$ cat config.mk
export PLATFORM = sky130hd
export DESIGN_NAME = madc_ctrl
export DESIGN_NICKNAME = d
export VERILOG_FILES = /design/src/verilog/madc_pkg.sv /design/src/verilog/madc_valmem.sv /design/src/verilog/madc_ctrl.sv
export SDC_FILE = /design/constraint.sdc
export NUM_CORES = 1
export LEC_CHECK = 0
export BUFFER_PORTS_ARGS = -buffer_cell sky130_fd_sc_hd__buf_2
export CAP_MARGIN = 20
export CORE_ASPECT_RATIO = 1.4
export CORE_MARGIN = 1
export CORE_UTILIZATION = 42
export DETAILED_ROUTE_END_ITERATION = 16
export PLACE_DENSITY_LB_ADDON = 0.05
export SLEW_MARGIN = 0
export SYNTH_ARGS = -nofsm -noshare
export SYNTH_HDL_FRONTEND = slang
export SYNTH_SLANG_ARGS = --single-unit
$ cat constraint.sdc
create_clock -name mclk -period 4.33 [get_ports mclk]
set_input_delay 0.6495 -clock mclk [delete_from_list [all_inputs] [get_ports mclk]]
set_output_delay 0.6495 -clock mclk [all_outputs]
set_load 0.01 [all_outputs]
$ cat src/verilog/madc_pkg.sv
// Purpose: Shared constants and types for the monitor ADC result control block
// Assumes: 40 MHz mclk; register offsets are byte addresses on the register port
// Notes:   Channel enum order follows the single-channel select encoding
package madc_pkg;
   localparam int CLK_NS         = 25;
   localparam int AVG_READS      = 16;
   localparam int VOLT_READ_NS   = 711000;
   localparam int LTEMP_MEAS_NS  = 22760000;
   localparam int RTEMP_MEAS_NS  = 68270000;
   localparam int VOLT_READ_CYC  = VOLT_READ_NS / CLK_NS;
   localparam int LTEMP_READ_CYC = LTEMP_MEAS_NS / (AVG_READS * CLK_NS);
   localparam int RTEMP_READ_CYC = RTEMP_MEAS_NS / (AVG_READS * CLK_NS);
   localparam int TMR_W          = 18;
   localparam int CODE_W         = 10;
   localparam int ACC_W          = 14;

   localparam logic [7:0] ADDR_CFG1   = 8'h40;
   localparam logic [7:0] ADDR_CHSEL  = 8'h55;
   localparam logic [7:0] ADDR_OFS1   = 8'h70;
   localparam logic [7:0] ADDR_OFS2   = 8'h72;
   localparam logic [7:0] ADDR_CFG2   = 8'h73;
   localparam logic [7:0] ADDR_EXTRES = 8'h77;

   localparam int CFG1_START_BIT   = 0;
   localparam int CFG2_AVG_OFF_BIT = 4;
   localparam int CFG2_BYPASS_BIT  = 5;
   localparam int CFG2_SINGLE_BIT  = 6;
   localparam int CHSEL_LSB        = 5;
   localparam int EXT_REM1_LSB     = 0;
   localparam int EXT_LOCAL_LSB    = 2;
   localparam int EXT_REM2_LSB     = 4;

   localparam logic [7:0] RST_CFG1  = 8'h00;
   localparam logic [7:0] RST_CHSEL = 8'h00;
   localparam logic [7:0] RST_OFS   = 8'h00;
   localparam logic [7:0] RST_CFG2  = 8'h00;
   localparam logic [7:0] RST_EXT   = 8'h00;

   localparam logic signed [11:0] TEMP_MAX = 12'h1FF;
   localparam logic signed [11:0] TEMP_MIN = 12'hE00;

   typedef enum logic [2:0] {
      CH_2V5, CH_CORE, CH_SUPPLY, CH_5V, CH_12V, CH_REM1, CH_LOCAL, CH_REM2
   } madc_chan_e;

   typedef struct packed {
      logic       wr;
      logic       rd;
      logic [7:0] addr;
      logic [7:0] wdata;
   } madc_reg_req_s;

   typedef struct packed {
      logic [2:0]        ch;
      logic [CODE_W-1:0] code;
   } madc_result_s;
endpackage

$ cat src/verilog/madc_valmem.sv
// Purpose: Value registers, one word per channel, registered read data
// Assumes: Single writer; one word written per completed measurement
// Notes:   Whole-word write keeps reads free of partial updates
`timescale 1ns/1ps
module madc_valmem #(
   parameter int DW    = 10,
   parameter int DEPTH = 8
) (
   input  wire logic                     mclk,
   input  wire logic                     rst,
   input  wire logic                     wr_en,
   input  wire logic [$clog2(DEPTH)-1:0] wr_addr,
   input  wire logic [DW-1:0]            wr_data,
   input  wire logic [$clog2(DEPTH)-1:0] rd_addr,
   output logic      [DW-1:0]            rd_data_q
);
   logic [DW-1:0] mem_q [DEPTH];

   generate
      if (DW < 1 || DEPTH < 2) begin : g_chk
         $error("madc_valmem: bad DW or DEPTH");
      end
   endgenerate

   always_ff @(posedge mclk) begin
      if (rst) begin
         for (int i = 0; i < DEPTH; i++) begin
            mem_q[i] <= '0;
         end
      end else if (wr_en) begin
         mem_q[wr_addr] <= wr_data; // RQ16
      end
   end

   always_ff @(posedge mclk) begin
      if (rst) begin
         rd_data_q <= '0;
      end else begin
         rd_data_q <= mem_q[rd_addr];
      end
   end
endmodule

$ cat src/verilog/madc_ctrl.sv
// Purpose: Conversion sequencing, averaging, offset and config registers of the monitor ADC
// Assumes: Register port driven by the serial bus slave on mclk; converter result
//          settles on conv_data before each reading slot ends
// Notes:   Values held as 10-bit codes; temperatures two's complement
//
// Notes on behaviour
// RQ1: Remote temperature results are 10-bit two's complement codes from the converter.
// RQ2: With averaging on, sixteen readings are summed and their average stored.
// RQ3: One averaged remote temperature measurement lasts nominally 68.27 ms.
// RQ4: Two fractional temperature bits, quarter degree each, read at 0x77.
// RQ5: Upper eight code bits are signed whole degrees, low two bits quarters.
// RQ6: Writable offset registers at 0x70 and 0x72 for the two remotes.
// RQ7: Signed 8-bit offset is added to each remote measurement before storing.
// RQ8: Bit 4 of 0x73 stores single unaveraged conversions.
// RQ9: Bit 5 of 0x73 bypasses attenuators on all five voltage inputs.
// RQ10: Bit 6 of 0x73 stops round robin and converts one selected channel.
// RQ11: Host selects channel in bits 7:5 of 0x55, voltages coded 000 to 100.
// RQ12: Select codes 101, 110, 111 choose remote one, local, remote two.
// RQ13: Bit 0 of 0x40 starts monitoring when one, stops when zero.
// RQ14: One voltage reading takes 711 us; sixteen take nominally 11.38 ms.
// RQ15: Single mode repeats the selected channel, updating only its value.
// RQ16: Each result reaches its value register in one single write.
`timescale 1ns/1ps
module madc_ctrl
   import madc_pkg::*;
#(
   parameter int VOLT_CYC  = madc_pkg::VOLT_READ_CYC,
   parameter int LTEMP_CYC = madc_pkg::LTEMP_READ_CYC,
   parameter int RTEMP_CYC = madc_pkg::RTEMP_READ_CYC
) (
   input  wire logic                       mclk,
   input  wire logic                       rst,
   input  wire madc_pkg::madc_reg_req_s    reg_req,
   output logic      [7:0]                 reg_rdata_q,
   output logic                            conv_start_q,
   output madc_pkg::madc_chan_e            conv_chan_q,
   output logic                            atten_bypass_q,
   input  wire logic [madc_pkg::CODE_W-1:0] conv_data,
   input  wire logic [2:0]                 val_raddr,
   output logic      [madc_pkg::CODE_W-1:0] val_rdata_q
);
   import madc_pkg::*;

   typedef enum logic [1:0] {S_IDLE, S_CONV, S_STORE} madc_state_e;

   generate
      if (VOLT_CYC < 1 || LTEMP_CYC < 1 || RTEMP_CYC < 1 ||
          VOLT_CYC >= 2**TMR_W || LTEMP_CYC >= 2**TMR_W || RTEMP_CYC >= 2**TMR_W) begin : g_chk
         $error("madc_ctrl: reading slot count out of range");
      end
   endgenerate

   logic [7:0]        cfg1_q, chsel_q, ofs1_q, ofs2_q, cfg2_q, ext_q;
   madc_state_e       state_q;
   madc_chan_e        ch_q;
   logic [3:0]        rd_cnt_q;
   logic [TMR_W-1:0]  tmr_q;
   logic [ACC_W-1:0]  acc_q;
   logic              avg_off_q;
   logic              run;
   logic              single;
   madc_chan_e        first_ch;
   madc_chan_e        next_ch;
   logic              is_temp;
   logic [ACC_W-1:0]  samp;
   logic              last_rd;
   logic [CODE_W-1:0] avg_code;
   logic [7:0]        ofs_sel;
   logic signed [11:0] sum12;
   logic [CODE_W-1:0] store_code;
   madc_result_s      result;

   function automatic logic [TMR_W-1:0] slot_cyc(input madc_chan_e ch);
      logic [TMR_W-1:0] c;
      c = TMR_W'(VOLT_CYC - 1); // RQ14
      if (ch == CH_REM1 || ch == CH_REM2) begin
         c = TMR_W'(RTEMP_CYC - 1); // RQ3
      end else if (ch == CH_LOCAL) begin
         c = TMR_W'(LTEMP_CYC - 1);
      end
      return c;
   endfunction

   assign run      = cfg1_q[CFG1_START_BIT]; // RQ13
   assign single   = cfg2_q[CFG2_SINGLE_BIT]; // RQ10
   assign first_ch = single ? madc_chan_e'(chsel_q[CHSEL_LSB +: 3]) : CH_2V5; // RQ11 RQ12
   assign next_ch  = single ? madc_chan_e'(chsel_q[CHSEL_LSB +: 3])
                            : madc_chan_e'(3'(ch_q + 3'h1)); // RQ15
   assign is_temp  = (ch_q == CH_REM1) || (ch_q == CH_LOCAL) || (ch_q == CH_REM2);
   // Temperatures sign extend, voltages are plain binary
   assign samp     = is_temp ? {{(ACC_W-CODE_W){conv_data[CODE_W-1]}}, conv_data}
                             : {{(ACC_W-CODE_W){1'b0}}, conv_data}; // RQ1
   assign last_rd  = avg_off_q ? 1'b1 : (rd_cnt_q == 4'hF); // RQ2 RQ8
   assign avg_code = avg_off_q ? acc_q[CODE_W-1:0] : acc_q[ACC_W-1:ACC_W-CODE_W]; // RQ2

   always_comb begin
      ofs_sel = 8'h00;
      if (ch_q == CH_REM1) begin
         ofs_sel = ofs1_q;
      end else if (ch_q == CH_REM2) begin
         ofs_sel = ofs2_q;
      end
      // Offset is whole degrees, so it lands above the two quarter bits
      sum12 = $signed({{2{avg_code[CODE_W-1]}}, avg_code})
            + $signed({{2{ofs_sel[7]}}, ofs_sel, 2'b00}); // RQ7 RQ5
      // Saturate rather than wrap so a large offset cannot flip the sign
      if (sum12 > TEMP_MAX) begin
         store_code = TEMP_MAX[CODE_W-1:0];
      end else if (sum12 < TEMP_MIN) begin
         store_code = TEMP_MIN[CODE_W-1:0];
      end else begin
         store_code = sum12[CODE_W-1:0];
      end
      if (!is_temp) begin
         store_code = avg_code;
      end
      result.ch   = ch_q;
      result.code = store_code;
   end

   always_ff @(posedge mclk) begin
      if (rst) begin
         cfg1_q  <= RST_CFG1;
         chsel_q <= RST_CHSEL;
         ofs1_q  <= RST_OFS;
         ofs2_q  <= RST_OFS;
         cfg2_q  <= RST_CFG2;
      end else if (reg_req.wr) begin
         case (reg_req.addr)
            ADDR_CFG1:  cfg1_q  <= reg_req.wdata; // RQ13
            ADDR_CHSEL: chsel_q <= reg_req.wdata; // RQ11
            ADDR_OFS1:  ofs1_q  <= reg_req.wdata; // RQ6
            ADDR_OFS2:  ofs2_q  <= reg_req.wdata; // RQ6
            ADDR_CFG2:  cfg2_q  <= reg_req.wdata; // RQ8 RQ9 RQ10
            default:    ;
         endcase
      end
   end

   always_ff @(posedge mclk) begin
      if (rst) begin
         reg_rdata_q <= 8'h00;
      end else if (reg_req.rd) begin
         case (reg_req.addr)
            ADDR_CFG1:   reg_rdata_q <= cfg1_q;
            ADDR_CHSEL:  reg_rdata_q <= chsel_q;
            ADDR_OFS1:   reg_rdata_q <= ofs1_q;
            ADDR_OFS2:   reg_rdata_q <= ofs2_q;
            ADDR_CFG2:   reg_rdata_q <= cfg2_q;
            ADDR_EXTRES: reg_rdata_q <= ext_q; // RQ4
            default:     reg_rdata_q <= 8'h00;
         endcase
      end
   end

   always_ff @(posedge mclk) begin
      if (rst) begin
         atten_bypass_q <= 1'b0;
      end else begin
         atten_bypass_q <= cfg2_q[CFG2_BYPASS_BIT]; // RQ9
      end
   end

   // Mode bits are taken at each measurement start; stopping aborts at once
   always_ff @(posedge mclk) begin
      if (rst) begin
         state_q      <= S_IDLE;
         ch_q         <= CH_2V5;
         rd_cnt_q     <= 4'h0;
         tmr_q        <= '0;
         acc_q        <= '0;
         avg_off_q    <= 1'b0;
         conv_start_q <= 1'b0;
         conv_chan_q  <= CH_2V5;
      end else begin
         conv_start_q <= 1'b0;
         case (state_q)
            S_IDLE: begin
               if (run) begin
                  state_q      <= S_CONV;
                  ch_q         <= first_ch;
                  conv_chan_q  <= first_ch;
                  tmr_q        <= slot_cyc(first_ch);
                  rd_cnt_q     <= 4'h0;
                  acc_q        <= '0;
                  avg_off_q    <= cfg2_q[CFG2_AVG_OFF_BIT]; // RQ8
                  conv_start_q <= 1'b1;
               end
            end
            S_CONV: begin
               if (!run) begin
                  state_q <= S_IDLE; // RQ13
               end else if (tmr_q != '0) begin
                  tmr_q <= tmr_q - 1'b1;
               end else begin
                  acc_q    <= ACC_W'(acc_q + samp); // RQ2
                  rd_cnt_q <= rd_cnt_q + 4'h1;
                  if (last_rd) begin
                     state_q <= S_STORE;
                  end else begin
                     tmr_q        <= slot_cyc(ch_q);
                     conv_start_q <= 1'b1;
                  end
               end
            end
            S_STORE: begin
               if (run) begin
                  state_q      <= S_CONV;
                  ch_q         <= next_ch; // RQ10 RQ15
                  conv_chan_q  <= next_ch;
                  tmr_q        <= slot_cyc(next_ch);
                  rd_cnt_q     <= 4'h0;
                  acc_q        <= '0;
                  avg_off_q    <= cfg2_q[CFG2_AVG_OFF_BIT];
                  conv_start_q <= 1'b1;
               end else begin
                  state_q <= S_IDLE;
               end
            end
            default: state_q <= S_IDLE;
         endcase
      end
   end

   always_ff @(posedge mclk) begin
      if (rst) begin
         ext_q <= RST_EXT;
      end else if (state_q == S_STORE) begin
         case (ch_q)
            CH_REM1:  ext_q[EXT_REM1_LSB +: 2]  <= store_code[1:0]; // RQ4
            CH_LOCAL: ext_q[EXT_LOCAL_LSB +: 2] <= store_code[1:0]; // RQ4
            CH_REM2:  ext_q[EXT_REM2_LSB +: 2]  <= store_code[1:0]; // RQ4
            default:  ;
         endcase
      end
   end

   madc_valmem #(
      .DW    (CODE_W),
      .DEPTH (8)
   ) u_valmem (
      .mclk      (mclk),
      .rst       (rst),
      .wr_en     (state_q == S_STORE), // RQ16
      .wr_addr   (result.ch),
      .wr_data   (result.code),
      .rd_addr   (val_raddr),
      .rd_data_q (val_rdata_q)
   );
endmodule

==> Yosys cells after proc, flatten, opt, wreduce, memory -nomap -nowiden <==
Memory sizes are Yosys's and may differ from the RTL's. A register that Yosys moved wholly into a read port is not among the register bits.
Index checks and enable logic that the tools add are counted.
{ "totals": {"reg_bits": 98, "mem_bits_rw": 80, "output_inout_bits": 23, "wordCells": 129, "memories": 1} }
{ "memory_table": {"columns": ["memory", "depth", "word_bits", "rd", "rd_clocked_by_memory_dff", "write_ports", "line_no", "rtl"], "rows": [
  ["u_valmem.mem_q", 8, 10, 1, 1, 8, "madc_valmem.sv:17", "logic [DW-1:0] mem_q [DEPTH];"]
]} }
{ "op_classes": {"add_sub_neg": 5, "order_cmp": 2, "n_eq_ne": 26, "mux": 53, "n_reduce_logical": 25} }
{ "op_table": {"columns": ["cell", "n"], "rows": [
  ["18-bit 2-to-1 mux", 8],
  ["14-bit 2-to-1 mux", 4],
  ["18-bit one-hot mux with 3 select lines", 1],
  ["10-bit 2-to-1 mux", 5],
  ["8-bit by 7-bit == test with 1-bit output, second input constant", 6],
  ["16-bit 2-to-1 mux", 3],
  ["8-bit one-hot mux with 6 select lines", 1],
  ["14-bit one-hot mux with 2 select lines", 1],
  ["3-bit == test, second input constant", 9],
  ["2-bit AND reduction", 9],
  ["18-bit nonzero test", 1],
  ["18-bit by 1-bit subtractor with 18-bit output, second input constant", 1],
  ["8-bit 2-to-1 mux", 2],
  ["3-bit 2-to-1 mux", 5],
  ["14-bit adder", 1],
  ["1-bit 2-to-1 mux", 12],
  ["4-bit 2-to-1 mux", 3],
  ["10-bit by 10-bit adder with 11-bit output", 1],
  ["11-bit by 10-bit > comparator with 1-bit output, second input constant", 1],
  ["11-bit by 10-bit less-than comparator with 1-bit output, second input constant", 1],
  ["10-bit OR reduction", 1],
  ["3-bit inequality test, second input constant", 3],
  ["2-bit 2-to-1 mux", 4],
  ["2-bit inequality test, second input constant", 4],
  ["18 further kinds", 24]
]} }

==> Depth between registers and ports, before layout <==
Gate-level depths: netlist of run 1.
{ "depth": {"depth_word": 9, "ltp_mapped": 16} }

==> Cells and area by module <==
Synthesis of run 1 repeated with hierarchy kept, for this count alone.
{ "hier_totals": {"hier_cells": 1058, "area_unflattened_um2": 10157.2} }
{ "modules_own_cells": {"columns": ["module", "instances", "cells_each", "area_per_inst_um2", "seq_area_each_um2"], "rows": [
  ["madc_ctrl", 1, 812, 6227.2, 1961.9],
  ["madc_valmem", 1, 246, 3930.0, 2602.5]
]} }

==> Worst setup path before layout of run 1 <==
Ideal clock, no wire load.
{ "synth_timing": {"path_type": "flip-flop to flip-flop", "start": "register ch_q[1]", "end": "memory u_valmem.mem_q[0][7] (data pin)", "setup_ps": 273, "arrival_time_ps": 3329, "slack_ps": 727, "path_stages_with_launch": 16, "path_buffers": 2, "synth_period_minus_slack_ps": 3603, "cell_sequence": "dfxtp_1 inv_1 ha_1 and2_1 clkbuf_1 clkbuf_1 nand2_1 o21ai_0 ha_1 fa_1 a211oi_1 nor2_1 o21ai_1 o21ai_0 a31oi_1 nor2_1"} }
{ "synth_lines": {"columns": ["element", "line_no", "rtl"], "rows": [
  ["start, declared", "madc_ctrl.sv:55", "madc_chan_e ch_q;"],
  ["start signal, assigned", "madc_ctrl.sv:181", "ch_q <= first_ch;"],
  ["start signal, assigned", "madc_ctrl.sv:209", "ch_q <= next_ch;"],
  ["end, declared", "madc_valmem.sv:17", null]
]} }

==> impl_metrics.yaml, run 1 <==
run_status:
  status: "finished clean"
route:
  vias: 8438
  avgRoutedWirePerCell_um: 20.8
  drtIter0Drc: 619
  routed_wl_um: 29600
  drc: 0
  antenna_left: 0
  post_drt_via_cell_ratio: 5.93
  first_pass_iters: 5
sta:
  hold_viol: 0
  tns_ps: 0
  fin_crit_sh_pct: 91.1
  setup_viol: 0
  fin_crit_ps: 3950
  slew_headroom_pct: 28.4
  whs_ps: 452
  fmax_ghz: 0.253
  skew_ps: 12.8
  rsz0062_at_grt: "false"
  slew_violations: 0
  max_slew.worst_pin.slew_ps: 1050
final_layout:
  final_cell_mix: "nand2_1 (126), nor2_1 (109), dfxtp_1 (108)"
  final_area_sq_um: 11200
  nets: 1171
  antenna_cells: 0
  layout_commonest_cell: "nand2_1"
  fillCellCount: 2299
  layout-drive-gt1-share_pct: 13.8
  area_growth_pct: 10.7
power_and_ir_drop:
  vdd_drop_max_uv: 279
  power_leakage_uw: 0.00399
  power.density_nw_per_um2: 318
clock_network:
  clk_latency_ps: 440
  h-tree-depth: 4
  root_buffer: "clkbuf_16"
  clk_pin_slew_worst_paths_ps: 70
  post_cts_buffers: 0
  cts_buffers: 17
  cts_tree: "done"
  clk_path_buf_depth: 2
  cts_sinks: 188
synthesis:
  yosys.area.top_type: "edfxtp_1"
  yosys_warnings: 0
  synth_compound_area_share_pct: 19.3
  synth-main-ff-cell: "dfxtp_1"
  synthMuxAreaShare_pct: 6.46
  yosys.area_share.adder_pct: 4.22
  synth-simple-area-share_pct: 20.0
  synth_xor_area_share_pct: 1.47
  async_flop_share_pct: 0
  syn_area_per_cell_sq_um: 9.36
  synth-seq-cells: 188
  synth.distinct_cells: 77
  syn_inst: 1082
  synth_area_sq_um: 10100
  synth-edff-count: 80
  synth_nets: 1148
  yosys-top-cells-area: "edfxtp_1 (24%), dfxtp_1 (21%), nand2_1 (4.7%), mux4_2 (4.4%), nor2_1 (4.1%)"
  synth_top_family_by_area: "simple AND/OR/NAND/NOR gates"
  ys_seq_area_share_pct: 45.0
  synth_top_area_share_pct: 23.7
grt:
  overflow: 0
  grt_max_degree: 65
  antenna_found_initial: 0
  grt_pass1_wl_um: 47100
  track_usage_pct: 25.0
  grt_pass1_vias: 8154
placed_design:
  place_congestion: 0.874
  dp_hpwl_um: 21000
  port_buffers: 55
  place_area_sq_um: 10700
critical_path:
  crit_type: "reg2reg"
  crit_arrival_ps: 4110
  end_kind: "flip-flop"
  critPathLaunchType: "flip-flop"
  crit_required_ps: 4500
  ff2ff_setup_slack_ps: 380
  cp_slowest_cell: "and2_1"
  path_cells: "buf_4 -> ha_1 -> and2_1 -> o21ai_0 -> ha_1 -> fa_1 -> a211oi_1 -> nor2_1 -> o21ai_1 -> nor3_2 -> nor2_1 -> o22ai_1"
  reg2reg_depth: 12
  rr_startpoint: "ch_q[0]"
  rr_endpoint: "u_valmem.mem_q[3][6]"
  critical_path.max_stage_delay_ps: 470
  cp_max_fo: 18
die:
  fp-row-count: 66
  dieArea_sq_um: 24800
  start_util_pct: 43.2
  die_h_um: 186
  io_pins: 56
  coreArea_sq_um: 23500
  dieWidth_um: 133
min_path:
  worstHoldStart: "reg_rdata_q[6]"
  hold_end: "reg_rdata_q[6]"
  hold_depth: 1
  hold_path.class: "reg2reg"
run:
  cap_violations: 0
## cell type report
cell class | count | area (sq um) | share of cell area [%]
flip-flops and latches | 188 | 4560 | 40.7
repair buffers | 73 | 413 | 3.68
clock inverters | 14 | 115 | 1.03
well taps | 306 | 383 | 3.41
multi-input cells | 804 | 5230 | 46.6
clock buffers | 18 | 429 | 3.83
inverters | 21 | 78.8 | 0.703
## cell usage after synthesis (17+ instances only)
cell type	instances
nand3_1	66
mux2i_1	17
clkbuf_1	59
or3_1	18
mux4_2	20
ha_1	31
edfxtp_1	80
o21ai_0	34
dfxtp_1	108
nand2_1	126
a21oi_1	82
o22ai_1	49
nor3_1	20
inv_1	21
nor2_1	110
## repair_timing
item,in CTS,in global routing
setup endpoints to repair,0,15
hold buffers,0,0
gates resized for setup,0,2
## routing by layer
metal | GRT usage [%] | up-vias | part of all wire (%)
li1 | - | 4115 | -
met1 | 30.1 | 4050 | 42
met2 | 44.5 | 226 | 51
met3 | 3.79 | 47 | 3.8
met4 | 10.2 | 0 | 3.0
met5 | 0 | - | 0
## worst max-delay path: cells and delay by family, from the launching register on
| kind | cells | cell delay, ps |
|---|---|---|
| simple gates | 4 | 1210 |
| compound gates | 4 | 1010 |
| fa+ha+maj | 3 | 920 |
| flops | 1 | 330 |
| buf+inv | 1 | 190 |
## state kept, by name, indices dropped and copies added (netlist names), 2 cells and up
signal              cells
u_valmem.mem_q         80
tmr_q                  18
acc_q                  14
u_valmem.rd_data_q     10
cfg1_q                  8
cfg2_q                  8
chsel_q                 8
ofs1_q                  8
ofs2_q                  8
reg_rdata_q             8
ext_q                   6
rd_cnt_q                4
ch_q                    3
state_q                 2
## through the flow
| step | util (%) | power [uW] | cells | worst slack (ps) |
|---|---|---|---|---|
| after floorplan | - | 2040 | 1082 | 727 |
| after global placement | 45.5 | 2110 | 1392 | 500 |
| after detailed placement | 45.5 | 2110 | 1392 | 368 |
| after CTS | 47.8 | 3590 | 1424 | 324 |
| after global routing | 47.8 | 3680 | 1424 | 32.6 |
| final | 47.8 | 3560 | 1424 | 384 |
## report_power, final
group,internal (uW),total (uW),switching [uW]
registers,1880,1890,9.95
clock network,750,1490,744
logic,68.0,182,115
total,2690,3560,869
## how the worst max path moves through the flow
stage | start | endpoint | slack, ps | depth (start not counted)
5_1_grt | ch_q[0] | u_valmem.mem_q[5][2] | 30 | 12
3_3_place_gp | ch_q[1] | u_valmem.mem_q[5][5] | 500 | 11
4_1_cts | ch_q[0] | u_valmem.mem_q[2][5] | 320 | 11
3_5_place_dp | ch_q[1] | u_valmem.mem_q[2][5] | 370 | 11
2_1_floorplan | ch_q[1] | u_valmem.mem_q[0][7] | 730 | 15
6_report | ch_q[0] | u_valmem.mem_q[3][6] | 380 | 12
## cells by family after synthesis
group | after synthesis
buf+inv | 90
xor+xnor | 17
flops | 188
fa+ha+maj | 33
compound gates | 294
mux | 40
simple gates | 420
Note: power is estimated with default switching activity, not from simulation.
==> run 2, diff against run 1 <==
--- a/config.mk
+++ b/config.mk
@@ -5,11 +5,12 @@
 export SDC_FILE = /design/constraint.sdc
 export NUM_CORES = 1
 export LEC_CHECK = 0
+export ABC_AREA = 0
 export BUFFER_PORTS_ARGS = -buffer_cell sky130_fd_sc_hd__buf_2
 export CAP_MARGIN = 20
 export CORE_ASPECT_RATIO = 1.4
 export CORE_MARGIN = 1
-export CORE_UTILIZATION = 42
+export CORE_UTILIZATION = 45
 export DETAILED_ROUTE_END_ITERATION = 16
 export PLACE_DENSITY_LB_ADDON = 0.05
 export SLEW_MARGIN = 0
==> constraint.sdc (replaced) <==
create_clock -name mclk -period 4.33 [get_ports mclk]
set_input_delay 0.6495 -clock mclk [delete_from_list [all_inputs] [get_ports mclk]]
set_output_delay 0.6495 -clock mclk [all_outputs]
set_load 0.1 [all_outputs]
==> run 2 against run 1 <==
Maximum frequency is 2.1% lower; sequential cell count did not move; worst setup slack lost 83 ps; first-iteration DRC count up 11%; highest routed layer unchanged; clock skew shrank 4.0 ps; register-to-register slack got worse by 80 ps; die area down 6.6%; via count is 1.6% higher; critical endpoint is now u_valmem.mem_q[5][5].
==> impl_metrics.yaml, run 2 (synthesized netlist as in run 1, its figures left out) <==
placed_design:
  place_congestion: 0.940
  port_buffers: 55
  dp_hpwl_um: 21300
final_layout:
  seq_area_sq_um: 4560
  area_growth_pct: 11.0
  layout_commonest_cell: "nand2_1"
  layout-drive-gt1-share_pct: 14.0
  final_core_util_pct: 51.2
  fillCellCount: 2119
  largest_register_ffs: 80
  nets: 1178
  antenna_cells: 0
  multiInputGateArea_sq_um: 5220
  final_cell_mix: "nand2_1 (126), nor2_1 (109), dfxtp_1 (108)"
  reg.largest.list: "u_valmem.mem_q: 80 flops, tmr_q: 18 flops, acc_q: 14 flops"
  top_register: "u_valmem.mem_q"
critical_path:
  reg2reg_depth: 12
  worst_path_most_repeated_cell: "ha_1"
  cp_max_fo: 18
  critPathLaunchType: "flip-flop"
  rr_endpoint: "u_valmem.mem_q[5][5]"
  cp_slowest_cell: "a2bb2oi_1"
  critical_path.max_stage_delay_ps: 720
  crit_required_ps: 4500
  rr_startpoint: "ch_q[1]"
  crit_type: "reg2reg"
  ff2ff_setup_slack_ps: 300
  crit_arrival_ps: 4200
  end_kind: "flip-flop"
  path_cells: "inv_1 -> ha_1 -> and2_1 -> nand2_1 -> o21ai_0 -> ha_1 -> fa_1 -> a211oi_1 -> nor2_1 -> o21a_1 -> a2bb2oi_1 -> o22ai_1"
  worst_path_dominant_cell_family: "compound AO/OA/AOI/OAI gates"
  cp_num_buf_inv: 1
clock_network:
  clk_latency_ps: 450
  cts_buffers: 17
  h-tree-depth: 4
  cts_sinks: 188
  cts_tree: "done"
  clk_pin_slew_worst_paths_ps: 70
  clk_path_buf_depth: 2
  postCtsHoldBufs: 0
  root_buffer: "clkbuf_16"
route:
  avgRoutedWirePerCell_um: 20.8
  post_drt_via_cell_ratio: 6.03
  drc: 0
  routed_wl_um: 29600
  drtIter0Drc: 690
  first_pass_iters: 8
  antenna_left: 0
  vias: 8571
power_and_ir_drop:
  combPwrFrac_pct: 6.8
  power.switching_uw: 919
  clkPwrFrac_pct: 41.0
  power_leakage_uw: 0.00403
  power.density_nw_per_um2: 322
  p_seq_share_pct: 52.2
  power_switching_share_pct: 25.4
  internal_power_uw: 2700
  vdd_drop_max_uv: 274
die:
  fp-row-count: 64
  die_h_um: 180
  start_util_pct: 46.2
  io_pins: 56
  dieWidth_um: 129
  dieArea_sq_um: 23100
  coreArea_sq_um: 21900
grt:
  grt_pass1_wl_um: 46800
  antenna_found_initial: 0
  grt_pass1_vias: 8272
  grt_max_degree: 63
  track_usage_pct: 26.6
  overflow: 0
min_path:
  hold_end: "reg_rdata_q[6]"
  worstHoldStart: "reg_rdata_q[6]"
  hold_path.class: "reg2reg"
  hold_depth: 1
sta:
  fmax_ghz: 0.248
  tns_ps: 0
  slew_violations: 0
  fin_crit_ps: 4030
  skew_ps: 8.81
  rsz0062_at_grt: "false"
  fin_crit_sh_pct: 93.1
  slew_headroom_pct: 34.4
  setup_viol: 0
  max_slew.worst_pin.slew_ps: 978
  hold_viol: 0
run:
  cap_violations: 0
run_status:
  status: "finished clean"
[run 2: area by class of cell]
| cell class | count | area share [%] |
|---|---|---|
| Timing Repair Buffer | 80 | 4.18 |
| Inverter | 21 | 0.701 |
| Clock inverter | 12 | 0.768 |
| Tap cell | 297 | 3.31 |
| Clock buffer | 20 | 3.97 |
| Sequential cell | 188 | 40.6 |
| Multi-Input combinational cell | 804 | 46.5 |
[run 2: worst reg2reg max path, cell delays in order (launching register included)]
cell and delay (ps):
dfxtp_1 480, inv_1 100, ha_1 230, and2_1 340, nand2_1 140, o21ai_0 90
ha_1 270, fa_1 440, a211oi_1 310, nor2_1 140, o21a_1 300, a2bb2oi_1 720
o22ai_1 210
[run 2: timing repair]
item	in CTS	in global routing
endpoints found under the setup margin	0	3
buffers inserted	0	0
gates resized for setup	0	1
[run 2: metal layers]
| metal | up-vias | GRT usage (%) | share of wire, % |
|---|---|---|---|
| li1 | 4121 | - | - |
| met1 | 4147 | 32.3 | 41 |
| met2 | 253 | 46.9 | 52 |
| met3 | 50 | 3.63 | 3.8 |
| met4 | 0 | 10.4 | 2.7 |
| met5 | - | 0 | 0 |
[run 2: per-stage QoR]
step                area (sq um)  hold WS (ps)  setup slack [ps]  std cells  power, uW
CTS                        11200           457               382       1421       3640
detailed placement         10700           439               395       1389       2180
global route               11200           473              35.8       1422       3710
global placement           10700           434               490       1389       2180
floorplan                  10100           431              55.3       1082       2110
finish                     11200           452               300       1422       3620
[run 2: how the worst max path moves through the flow]
stage                        from                   end  slack [ps]  cells after the start
final                     ch_q[1]  u_valmem.mem_q[5][5]         300                     12
after global routing      ch_q[1]  u_valmem.mem_q[5][5]          40                     11
after CTS                 ch_q[1]  u_valmem.mem_q[5][4]         380                     13
after detailed placement  ch_q[1]  u_valmem.mem_q[5][4]         390                     13
after global placement    ch_q[1]  u_valmem.mem_q[1][4]         490                     13
after floorplan           ch_q[1]  u_valmem.mem_q[0][7]          60                     15
[run 2: power by group through the flow]
stage	Sequential, uW	Combinational (uW)	Clock [uW]
3_5_place_dp	1930	249	0
3_3_place_gp	1930	249	0
2_1_floorplan	1990	115	0
5_1_grt	1890	262	1560
6_report	1890	246	1480
4_1_cts	1890	249	1500
